### config.mk
export PLATFORM = sky130hd
export DESIGN_NAME = frtc_timer
export DESIGN_NICKNAME = d
export VERILOG_FILES = /design/src/hw/frtc_pkg.sv /design/src/hw/frtc_timer.sv
export VERILOG_INCLUDE_DIRS = /design/src /design/src/hw
export SDC_FILE = /design/constraint.sdc
export NUM_CORES = 1
export LEC_CHECK = 0
export BUFFER_PORTS_ARGS = -buffer_cell sky130_fd_sc_hd__buf_2
export CELL_PAD_IN_SITES_DETAIL_PLACEMENT = 1
export CELL_PAD_IN_SITES_GLOBAL_PLACEMENT = 1
export CORE_MARGIN = 8
export CORE_UTILIZATION = 44
export CTS_BUF_LIST = sky130_fd_sc_hd__clkbuf_2
export DETAILED_ROUTE_END_ITERATION = 10
export GPL_TIMING_DRIVEN = 1
export MAX_ROUTING_LAYER = met4
export PLACE_DENSITY_LB_ADDON = 0.1
export SLEW_MARGIN = 30
export SYNTH_ARGS = -nofsm -noshare
export SYNTH_HDL_FRONTEND = slang
export SYNTH_SLANG_ARGS = --single-unit
### constraint.sdc
create_clock -name clk -period 2.5 [get_ports clk]
set_clock_uncertainty 0.2 [all_clocks]
set_input_delay 0 -clock clk [delete_from_list [all_inputs] [get_ports clk]]
set_output_delay 0 -clock clk [all_outputs]
set_load 0.005 [all_outputs]
### src/hw/frtc_consts.svh
// Constants for the free-running 16-bit timer counter
`ifndef FRTC_CONSTS_SVH
`define FRTC_CONSTS_SVH
`define FRTC_COUNT_RESET   16'hFFFC
`define FRTC_COUNT_MAX     16'hFFFF
`define FRTC_CC_DIV4       2'h0
`define FRTC_CC_DIV2       2'h1
`define FRTC_CC_DIV8       2'h2
`define FRTC_CC_EXT        2'h3
`define FRTC_PRESC_W       3
`endif

### src/hw/frtc_pkg.sv
// Types for the free-running 16-bit timer counter
package frtc_pkg;
    typedef enum logic [1:0] {
        FRTC_ACC_NONE,
        FRTC_ACC_MAIN,
        FRTC_ACC_ALT
    } frtc_view_t;
endpackage

### src/hw/frtc_timer.sv
// Free-running 16-bit timer counter core with byte read views
`include "frtc_consts.svh"

module frtc_timer
    import frtc_pkg::*;
#(
    parameter bit EXT_PIN_BONDED = 1'b1
) (
    // Clock and reset
    input  wire logic       clk,
    input  wire logic       rst_n,
    // Configuration
    input  wire logic [1:0] clock_select_field,
    input  wire logic       ext_edge_select,
    input  wire logic       overflow_irq_enable,
    input  wire logic       cpu_irq_mask,
    // Power modes
    input  wire logic       wait_mode,
    input  wire logic       halt_mode,
    // External clock pin
    input  wire logic       ext_count_clock_pin,
    // Byte accesses, one-cycle strobes
    input  wire logic       rd_count_high_byte,
    input  wire logic       rd_count_low_byte,
    input  wire logic       rd_alt_count_high_byte,
    input  wire logic       rd_alt_count_low_byte,
    input  wire logic       wr_count_low_byte,
    input  wire logic       wr_alt_count_low_byte,
    input  wire logic       rd_timer_status_reg,
    // Read data and status
    output logic      [7:0] rd_data,
    output logic            overflow_flag,
    output logic            timer_irq,
    output logic     [15:0] count_value
);

    // Counter side, falling edge
    logic [15:0]               count_q;
    logic [`FRTC_PRESC_W-1:0]  presc_q;
    logic                      wrap_q;
    logic                      count_run;
    logic                      count_at_max;
    logic                      low_write;
    logic                      tick;
    logic                      div2_tick;
    logic                      div4_tick;
    logic                      div8_tick;

    // External pin path
    logic                      ext_pin;
    logic                      ext_s1_q;
    logic                      ext_s2_q;
    logic                      ext_s3_q;
    logic [1:0]                ext_prime_q;
    logic                      ext_primed;
    logic                      ext_rise;
    logic                      ext_fall;
    logic                      ext_edge;

    // Access side, rising edge
    logic [7:0]                low_buf_q;
    logic                      buf_valid_q;
    logic                      buf_capture;
    logic                      buf_release;
    logic                      flag_armed_q;
    logic                      flag_arm;
    logic                      flag_set;
    logic                      low_read;
    logic                      hi_read;
    logic                      main_low_access;
    logic                      clear_flag;
    logic                      irq_request;
    logic [7:0]                live_low;
    logic [7:0]                read_low;
    logic [7:0]                read_high;
    logic [7:0]                status_byte;
    logic [7:0]                rd_byte;
    frtc_view_t                view;

    // Strobe decode
    assign low_write       = wr_count_low_byte | wr_alt_count_low_byte;
    assign low_read        = rd_count_low_byte | rd_alt_count_low_byte;
    assign hi_read         = rd_count_high_byte | rd_alt_count_high_byte;
    assign main_low_access = rd_count_low_byte | wr_count_low_byte;
    assign count_run       = ~halt_mode;
    assign count_at_max    = (count_q == `FRTC_COUNT_MAX);

    // Unbonded pin reads as one
    assign ext_pin = EXT_PIN_BONDED ? ext_count_clock_pin : 1'b1;

    // External pin synchroniser, two stages
    always_ff @(negedge clk) begin
        if (!rst_n) begin
            ext_s1_q <= 1'b1;
            ext_s2_q <= 1'b1;
        end else begin
            ext_s1_q <= ext_pin;
            ext_s2_q <= ext_s1_q;
        end
    end

    // Edge stage
    always_ff @(negedge clk) begin
        if (!rst_n) begin
            ext_s3_q <= 1'b1;
        end else begin
            ext_s3_q <= ext_s2_q;
        end
    end

    // Edges ignored until the chain holds real pin samples
    always_ff @(negedge clk) begin
        if (!rst_n) begin
            ext_prime_q <= 2'h0;
        end else if (!ext_primed) begin
            ext_prime_q <= ext_prime_q + 2'h1;
        end
    end

    assign ext_primed = (ext_prime_q == 2'h3);
    assign ext_rise   = ext_primed & ext_s2_q & ~ext_s3_q;
    assign ext_fall   = ext_primed & ~ext_s2_q & ext_s3_q;

    // Rising when select set, falling otherwise
    assign ext_edge = ext_edge_select ? ext_rise : ext_fall;

    // Prescaler taps
    assign div2_tick = presc_q[0];
    assign div4_tick = &presc_q[1:0];
    assign div8_tick = &presc_q;

    // Tick selection from the clock field
    always_comb begin
        case (clock_select_field)
            `FRTC_CC_DIV2: tick = div2_tick;
            `FRTC_CC_DIV4: tick = div4_tick;
            `FRTC_CC_DIV8: tick = div8_tick;
            default:       tick = ext_edge;
        endcase
    end

    // Prescaler, frozen in halt, not in wait
    always_ff @(negedge clk) begin
        if (!rst_n) begin
            presc_q <= '0;
        end else if (low_write) begin
            presc_q <= '0;
        end else if (count_run) begin
            presc_q <= presc_q + 3'h1;
        end
    end

    // Counter
    always_ff @(negedge clk) begin
        if (!rst_n) begin
            count_q <= `FRTC_COUNT_RESET;
        end else if (low_write) begin
            count_q <= `FRTC_COUNT_RESET;
        end else if (tick && count_run) begin
            count_q <= count_q + 16'h0001;
        end
    end

    // Rollover pulse, one full cycle wide
    always_ff @(negedge clk) begin
        if (!rst_n) begin
            wrap_q <= 1'b0;
        end else begin
            wrap_q <= tick & count_run & ~low_write & count_at_max;
        end
    end

    // Two-byte read sequence control
    assign buf_release = low_read;
    assign buf_capture = hi_read & ~buf_valid_q & ~low_read;

    // Buffer held flag
    always_ff @(posedge clk) begin
        if (!rst_n) begin
            buf_valid_q <= 1'b0;
        end else if (buf_release) begin
            buf_valid_q <= 1'b0;
        end else if (buf_capture) begin
            buf_valid_q <= 1'b1;
        end
    end

    // Buffered low byte
    always_ff @(posedge clk) begin
        if (!rst_n) begin
            low_buf_q <= 8'h00;
        end else if (buf_capture) begin
            low_buf_q <= count_q[7:0];
        end
    end

    // View named by the read strobe
    always_comb begin
        view = FRTC_ACC_NONE;
        if (rd_count_high_byte || rd_count_low_byte) begin
            view = FRTC_ACC_MAIN;
        end else if (rd_alt_count_high_byte || rd_alt_count_low_byte) begin
            view = FRTC_ACC_ALT;
        end
    end

    // Byte sources for the read port
    assign live_low    = count_q[7:0];
    assign read_high   = count_q[15:8];
    assign read_low    = buf_valid_q ? low_buf_q : live_low;
    assign status_byte = {overflow_flag, 7'h00};

    // Read byte select
    always_comb begin
        rd_byte = 8'h00;
        if (rd_timer_status_reg) begin
            rd_byte = status_byte;
        end else if (view != FRTC_ACC_NONE && hi_read) begin
            rd_byte = read_high;
        end else if (view != FRTC_ACC_NONE) begin
            rd_byte = read_low;
        end
    end

    // Read data register
    always_ff @(posedge clk) begin
        if (!rst_n) begin
            rd_data <= 8'h00;
        end else begin
            rd_data <= rd_byte;
        end
    end

    // Flag control, only the main low byte clears
    assign flag_set   = wrap_q;
    assign flag_arm   = rd_timer_status_reg & overflow_flag;
    assign clear_flag = flag_armed_q & main_low_access;

    // Overflow flag, set wins over clear
    always_ff @(posedge clk) begin
        if (!rst_n) begin
            overflow_flag <= 1'b0;
        end else if (flag_set) begin
            overflow_flag <= 1'b1;
        end else if (clear_flag) begin
            overflow_flag <= 1'b0;
        end
    end

    // Clear sequence armed by a status read
    always_ff @(posedge clk) begin
        if (!rst_n) begin
            flag_armed_q <= 1'b0;
        end else if (flag_arm) begin
            flag_armed_q <= 1'b1;
        end else if (clear_flag) begin
            flag_armed_q <= 1'b0;
        end
    end

    // Pending until enabled and unmasked
    assign irq_request = overflow_flag & overflow_irq_enable & ~cpu_irq_mask;

    // Interrupt request
    always_ff @(posedge clk) begin
        if (!rst_n) begin
            timer_irq <= 1'b0;
        end else begin
            timer_irq <= irq_request;
        end
    end

    // Count output
    always_ff @(posedge clk) begin
        if (!rst_n) begin
            count_value <= `FRTC_COUNT_RESET;
        end else begin
            count_value <= count_q;
        end
    end

endmodule

After elaboration in Yosys (flattened, before gate mapping)
Cells that the tools add are included.
{"block": "totals", "regBits": 61, "word_cells": 71}
{"block": "op_classes", "add_sub_neg": 3, "n_eq_ne": 4, "mux": 11, "n_bitwise": 25, "n_reduce_logical": 13}
{"operator": "$mux 8", "n": 4}
{"operator": "$add 16x1->16 const B", "n": 1}
{"operator": "$eq 16x16->1 const B", "n": 1}
{"operator": "$and 1x1->1", "n": 13}
{"operator": "$not 1->1", "n": 8}
{"operator": "$reduce_bool 2->1", "n": 3}
{"operator": "$reduce_or 2->1", "n": 3}
{"operator": "$eq 2x2->1 const B", "n": 2}
{"operator": "$mux 1", "n": 4}
{"operator": "$mux 2", "n": 2}
{"operator": "$or 1x1->1", "n": 4}
{"operator": "$add 3x1->3 const B", "n": 1}
{"operator": "$pmux 1 s3", "n": 1}
{"operator": "$reduce_and 3->1", "n": 1}
{"operator": "$add 2x1->2 const B", "n": 1}
{"operator": "$eq 2x1->1 const B", "n": 1}
{"operator": "$logic_and 1x1->1", "n": 2}
{"operator": "$logic_not 2->1", "n": 1}
{"operator": "$logic_or 1x1->1", "n": 2}
{"operator": "$reduce_and 2->1", "n": 1}

Longest topological paths before layout
Gate-level depths: netlist of run 1.
{"block": "depth", "ltp_word": 8, "ltp_mapped": 7}

==> results of run 1 <==
registers in the layout, indices dropped and copies added, names as in the netlist, 2 cells and up:
| register | cells |
|---|---|
| presc_q | 3 |
| rd_data | 8 |
| ext_prime_q | 2 |
| low_buf_q | 8 |
| count_value | 16 |
| count_q | 16 |
where the power goes:
part / switching [W] / internal [W]
Combinational: 0.0000840 / 0.0000842
Clock: 0.000489 / 0.000321
Sequential: 0.0000137 / 0.000998
Total: 0.000587 / 0.00140
layout make-up:
cell class | count | area, µm² | area share, %
multi-input cells | 182 | 1280 | 38.1
flip-flops and latches | 61 | 1220 | 36.5
repair buffers | 81 | 536 | 16.0
clock inverters | 32 | 166 | 4.97
well taps | 72 | 90.1 | 2.69
clock buffers | 9 | 45.0 | 1.35
inverters | 2 | 7.51 | 0.224
diodes | 1 | 2.50 | 0.0748
metal layers:
layer	share of wire [%]	GRT usage (%)	vias up
li1	-	-	1134
met1	41	20.1	1149
met2	51	32.8	59
met3	5.5	3.34	16
met4	2.7	10.6	0
met5	0	-	-
final timing paths:
path / end / depth (start not counted)
worst max-delay path: rd_data[7] / 4
worst min-delay path: timer_irq / 3
worst max register to register: rd_data[7] / 4
worst min register to register: ext_s2_q / 1
critical path: cells and delay by family, from the launching register on:
family           cells  cell delay (ps)
AO/OA/AOI/OAI        2              400
flip-flops           1              330
AND/OR/NAND/NOR      1              140
multiplexers         1               70
placed cells by master (no fill, tap or decap), drive strengths merged, types with 4 or more instances in the layout:
master        n
buf          69
dfxtp        61
inv          29
nor2         23
mux2i        21
nand2b       17
dlygate4sd3  12
nand3        11
nor2b        10
and3          9
nand2         9
clkbuf        9
o21ai         9
nand4         7
a22oi         7
and4          6
and2          6
mux2          6
ha            4
nor4          4
timing repair:
| action | CTS | global route |
|---|---|---|
| setup endpoints to repair | 0 | 2 |
| setup buffers | 0 | 0 |
| resized for setup | 0 | 4 |
| endpoints found under the hold margin | 27 | 0 |
| hold buffers | 12 | 0 |
through the flow:
step	power, W	setup TNS [ps]	util [%]	cells
final	0.00199	0	60.8	440
after global placement	0.00124	-2150	54.6	387
after floorplan	0.00119	-183	-	261
after CTS	0.00200	0	60.5	439
after global routing	0.00210	0	60.8	440
after detailed placement	0.00125	-2580	54.6	387
cell families after synthesis:
kind of cell | synth area share (%)
AND/OR/NAND/NOR | 26.9
flip-flops | 48.5
AO/OA/AOI/OAI | 8.14
multiplexers | 11.0
buffers and inverters | 2.83
adder cells (fa/ha/maj) | 1.99
XOR/XNOR | 0.695
==> impl_metrics.env, run 1 <==
export IMPL_status="completed"
export IMPL_ys_flop_type="dfxtp_1"
export IMPL_fin_nets=383
export IMPL_dp_hpwl_um=5220
export IMPL_grt_pass1_wl_um=12500
export IMPL_cp_cell_sequence="mux2i_2 -> o31a_1 -> o21ai_1 -> and2_1"
export IMPL_r2r_start="count_q[7]"
export IMPL_ys_ff_latch=61
export IMPL_timing_hold_ws_ps=159
export IMPL_drv_slew=0
export IMPL_setup_worst_path_start="count_q[7]"
export IMPL_globalplace_congestion=0.912
export IMPL_arrival_ps=2710
export IMPL_synth_area_leaders="dfxtp_1 48%, mux2i_1 8.3%, nand2b_1 4.2%"
export IMPL_syn_to_final_growth_pct=32.8
export IMPL_clock_sinks=61
export IMPL_ys_types=41
export IMPL_required_ps=2740
export IMPL_syn_inst=261
export IMPL_min_from="cpu_irq_mask"
export IMPL_ir_worst_vdd_mv=0.347
export IMPL_n_fill_cell=637
export IMPL_drc_errors=0
export IMPL_slowest_stage="dfxtp_2"
export IMPL_critPathMaxFanout=2
export IMPL_initial_core_util_pct=45.8
export IMPL_grt_pass1_vias=2529
export IMPL_r2r_slack_ps=30
export IMPL_cts_buffers=9
export IMPL_synth_common_cells="61 x dfxtp_1, 23 x nor2_1, 21 x mux2i_1"
export IMPL_drv_cap=0
export IMPL_hold_class="primary input to register"
export IMPL_finalHoldViolCount=0
export IMPL_dpl_cell_area_um2=3010
export IMPL_grt_overflow_total=0
export IMPL_crit_type="register to register"
export IMPL_postLayoutCellArea_um2=3350
export IMPL_syn_area_um2=2520
export IMPL_synth_top_cell_area_share_pct=48.5
export IMPL_max_slew_margin_pct=63.0
export IMPL_syn_num_nets=282
export IMPL_synth_most_common_cell="dfxtp_1"
export IMPL_cts_tree="built"
export IMPL_ant_nets=0
export IMPL_ys_async_sr_fraction_pct=0
export IMPL_routed_via_density=5.36
export IMPL_cts_root_buf="clkbuf_2"
export IMPL_tightest_slew_ps=553
export IMPL_leakagePower_nw=1.58
export IMPL_syn_area_per_cell_um2=9.65
export IMPL_ys_warn_count=0
export IMPL_wirelength_um=7620
export IMPL_synth_top_cell_by_area="dfxtp_1"
export IMPL_cts_buffer_depth=2
export IMPL_die_h_um=91.7
export IMPL_first_pass_iters=4
export IMPL_cpPeakStageDelay_ps=330
export IMPL_dieWidth_um=91.7
export IMPL_dr_total_vias=2358
export IMPL_rsz0062_at_grt="false"
export IMPL_grt_total_usage_pct=19.0
export IMPL_grt_start_max_net_pins=30
export IMPL_pre_cts_ws_ps=-386
export IMPL_die_area_um2=8400
export IMPL_fin_ws_ps=34.3
export IMPL_ys_seq_area_share_pct=48.5
export IMPL_h_tree_depth=3
export IMPL_antenna_found_initial=1
export IMPL_synth_edff_count=0
export IMPL_portBuffers=41
export IMPL_drive_above_1_share_pct=27.5
export IMPL_fp_row_count=27
export IMPL_drt_iter0_drc=80
export IMPL_setup_viol=0
export IMPL_io_pins=43
export IMPL_wl_per_cell_um=17.3
export IMPL_powerDensity_nw_per_um2=595
export IMPL_critPathCaptureType="register"
export IMPL_coreArea_um2=5510
export IMPL_start_kind="register"
export IMPL_clk_latency_ps=510
export IMPL_clkSlewWorstSetupHoldPaths_ps=180
No activity file was read; power rests on OpenSTA's default activity.
==> inputs of run 2 (changes only) <==
--- a/config.mk
+++ b/config.mk
@@ -10,7 +10,7 @@
 export CELL_PAD_IN_SITES_DETAIL_PLACEMENT = 1
 export CELL_PAD_IN_SITES_GLOBAL_PLACEMENT = 1
 export CORE_MARGIN = 8
-export CORE_UTILIZATION = 44
+export CORE_UTILIZATION = 29
 export CTS_BUF_LIST = sky130_fd_sc_hd__clkbuf_2
 export DETAILED_ROUTE_END_ITERATION = 10
 export GPL_TIMING_DRIVEN = 1
==> impl_metrics.env, run 2 (synthesized netlist as in run 1, its figures left out) <==
export IMPL_n_fill_cell=1038
export IMPL_syn_to_final_growth_pct=36.0
export IMPL_critPathCaptureType="register"
export IMPL_reg2reg_to="rd_data[7]"
export IMPL_r2r_slack_ps=140
export IMPL_crit_type="primary input to register"
export IMPL_clock_sinks=61
export IMPL_dr_total_vias=2277
export IMPL_cpPeakStageDelay_ps=530
export IMPL_antenna_found_initial=0
export IMPL_rsz0062_at_grt="false"
export IMPL_clkSlewWorstSetupHoldPaths_ps=190
export IMPL_die_area_um2=11900
export IMPL_setup_viol=0
export IMPL_first_pass_iters=4
export IMPL_cts_buffer_depth=2
export IMPL_leakagePower_nw=1.60
export IMPL_finalPower_w=0.00204
export IMPL_fp_row_count=34
export IMPL_worstRegToRegCells=4
export IMPL_timing_hold_ws_ps=107
export IMPL_critPathMaxFanout=10
export IMPL_grt_total_usage_pct=13.8
export IMPL_power_frac_comb_pct=8.4
export IMPL_fin_util_pct=39.9
export IMPL_whs_path_depth=3
export IMPL_grt_start_max_net_pins=23
export IMPL_grt_pass1_wl_um=12300
export IMPL_drc_errors=0
export IMPL_hold_class="primary input to register"
export IMPL_die_h_um=109
export IMPL_grt_overflow_total=0
export IMPL_dp_hpwl_um=5450
export IMPL_drv_cap=0
export IMPL_switchingPower_w=0.000567
export IMPL_slowest_stage="or4_1"
export IMPL_reg_top3="count_q x16, count_value x16"
export IMPL_fin_nets=388
export IMPL_wirelength_um=7420
export IMPL_arrival_ps=1310
export IMPL_start_kind="primary input"
export IMPL_post_cts_buffers=0
export IMPL_routed_via_density=4.73
export IMPL_clk_latency_ps=510
export IMPL_powerDensity_nw_per_um2=594
export IMPL_cts_tree="built"
export IMPL_wl_per_cell_um=15.4
export IMPL_dieWidth_um=109
export IMPL_finalHoldViolCount=0
export IMPL_globalplace_congestion=0.755
export IMPL_io_pins=43
export IMPL_drv_slew=0
export IMPL_power_frac_seq_pct=49.6
export IMPL_pwr_share_clk_pct=42.0
export IMPL_final_common_cell="dfxtp_1"
export IMPL_ir_worst_vdd_mv=0.224
export IMPL_ant_nets=0
export IMPL_cts_root_buf="clkbuf_2"
export IMPL_drt_iter0_drc=103
export IMPL_initial_core_util_pct=29.3
export IMPL_setup_tns_ps=0
export IMPL_r2r_start="count_q[7]"
export IMPL_min_from="cpu_irq_mask"
export IMPL_portBuffers=41
export IMPL_hold_end="timer_irq"
export IMPL_grt_pass1_vias=2521
export IMPL_worstPathBufferInverterCount=1
export IMPL_cts_buffers=9
export IMPL_max_slew_margin_pct=62.1
export IMPL_final_cell_mix="61 x dfxtp_1, 41 x buf_2, 33 x buf_4"
export IMPL_cp_cell_sequence="buf_2 -> nor3b_1 -> a211o_1 -> or4_1 -> mux2i_1"
export IMPL_required_ps=1410
export IMPL_crit_family="simple AND/OR/NAND/NOR gates"
export IMPL_tightest_slew_ps=567
export IMPL_drive_above_1_share_pct=27.7
export IMPL_p_int_w=0.00147
export IMPL_swShare_pct=27.8
export IMPL_status="completed"
export IMPL_h_tree_depth=3
export IMPL_coreArea_um2=8590
==> run 2: power groups by stage <==
stage / clock network [W] / registers [W] / logic [W]
4_1_cts: 0.000903 / 0.00101 / 0.000174
2_1_floorplan: 0.0000636 / 0.00103 / 0.0000936
3_5_place_dp: 0.0000636 / 0.00103 / 0.000162
6_report: 0.000856 / 0.00101 / 0.000170
5_1_grt: 0.000976 / 0.00101 / 0.000190
3_3_place_gp: 0.0000636 / 0.00103 / 0.000158
==> run 2: layout make-up <==
type,count,area [µm²],share of cell area [%]
inverter,2,7.51,0.219
sequential,61,1220,35.6
tap,108,135,3.94
clock inverter,30,166,4.85
clock buffer,11,55.1,1.61
antenna,1,2.50,0.0730
multi-input combinational,182,1270,37.0
timing repair buffer,86,573,16.7
==> run 2: through the flow <==
stage | worst slack [ps] | instances | instance area [µm²]
2_1_floorplan | -82.0 | 261 | 2560
3_3_place_gp | -352 | 428 | 3090
3_5_place_dp | -378 | 428 | 3090
4_1_cts | 84.3 | 480 | 3430
5_1_grt | 34.5 | 480 | 3430
6_report | 95.9 | 481 | 3430
==> run 2: worst max-delay path by stage <==
stage,start,to,cells after the start
after floorplan,clock_select_field[1],count_q[14],4
after global placement,clock_select_field[1],count_q[14],5
after detailed placement,clock_select_field[1],count_q[14],5
after CTS,count_q[7],rd_data[7],4
after global routing,count_q[7],rd_data[7],4
final,clock_select_field[1],count_q[14],5
==> run 2: per-layer routing <==
metal / GRT usage, % / part of all wire (%)
met1: 15.7 / 46
met2: 21.9 / 47
met3: 3.84 / 5.7
met4: 7.04 / 1.5
met5: - / 0
==> run 2: repair_timing <==
item | in CTS | in global routing
hold buffers | 12 | 0
hold endpoints to repair | 35 | 0
resized for setup | 0 | 1
endpoints found under the setup margin | 0 | 1
==> run 2: worst register-to-register path, cell delays in order (launching register included) <==
cell	delay, ps
dfxtp_1	330
mux2i_1	90
o31a_1	250
o21ai_1	100
and2_1	120
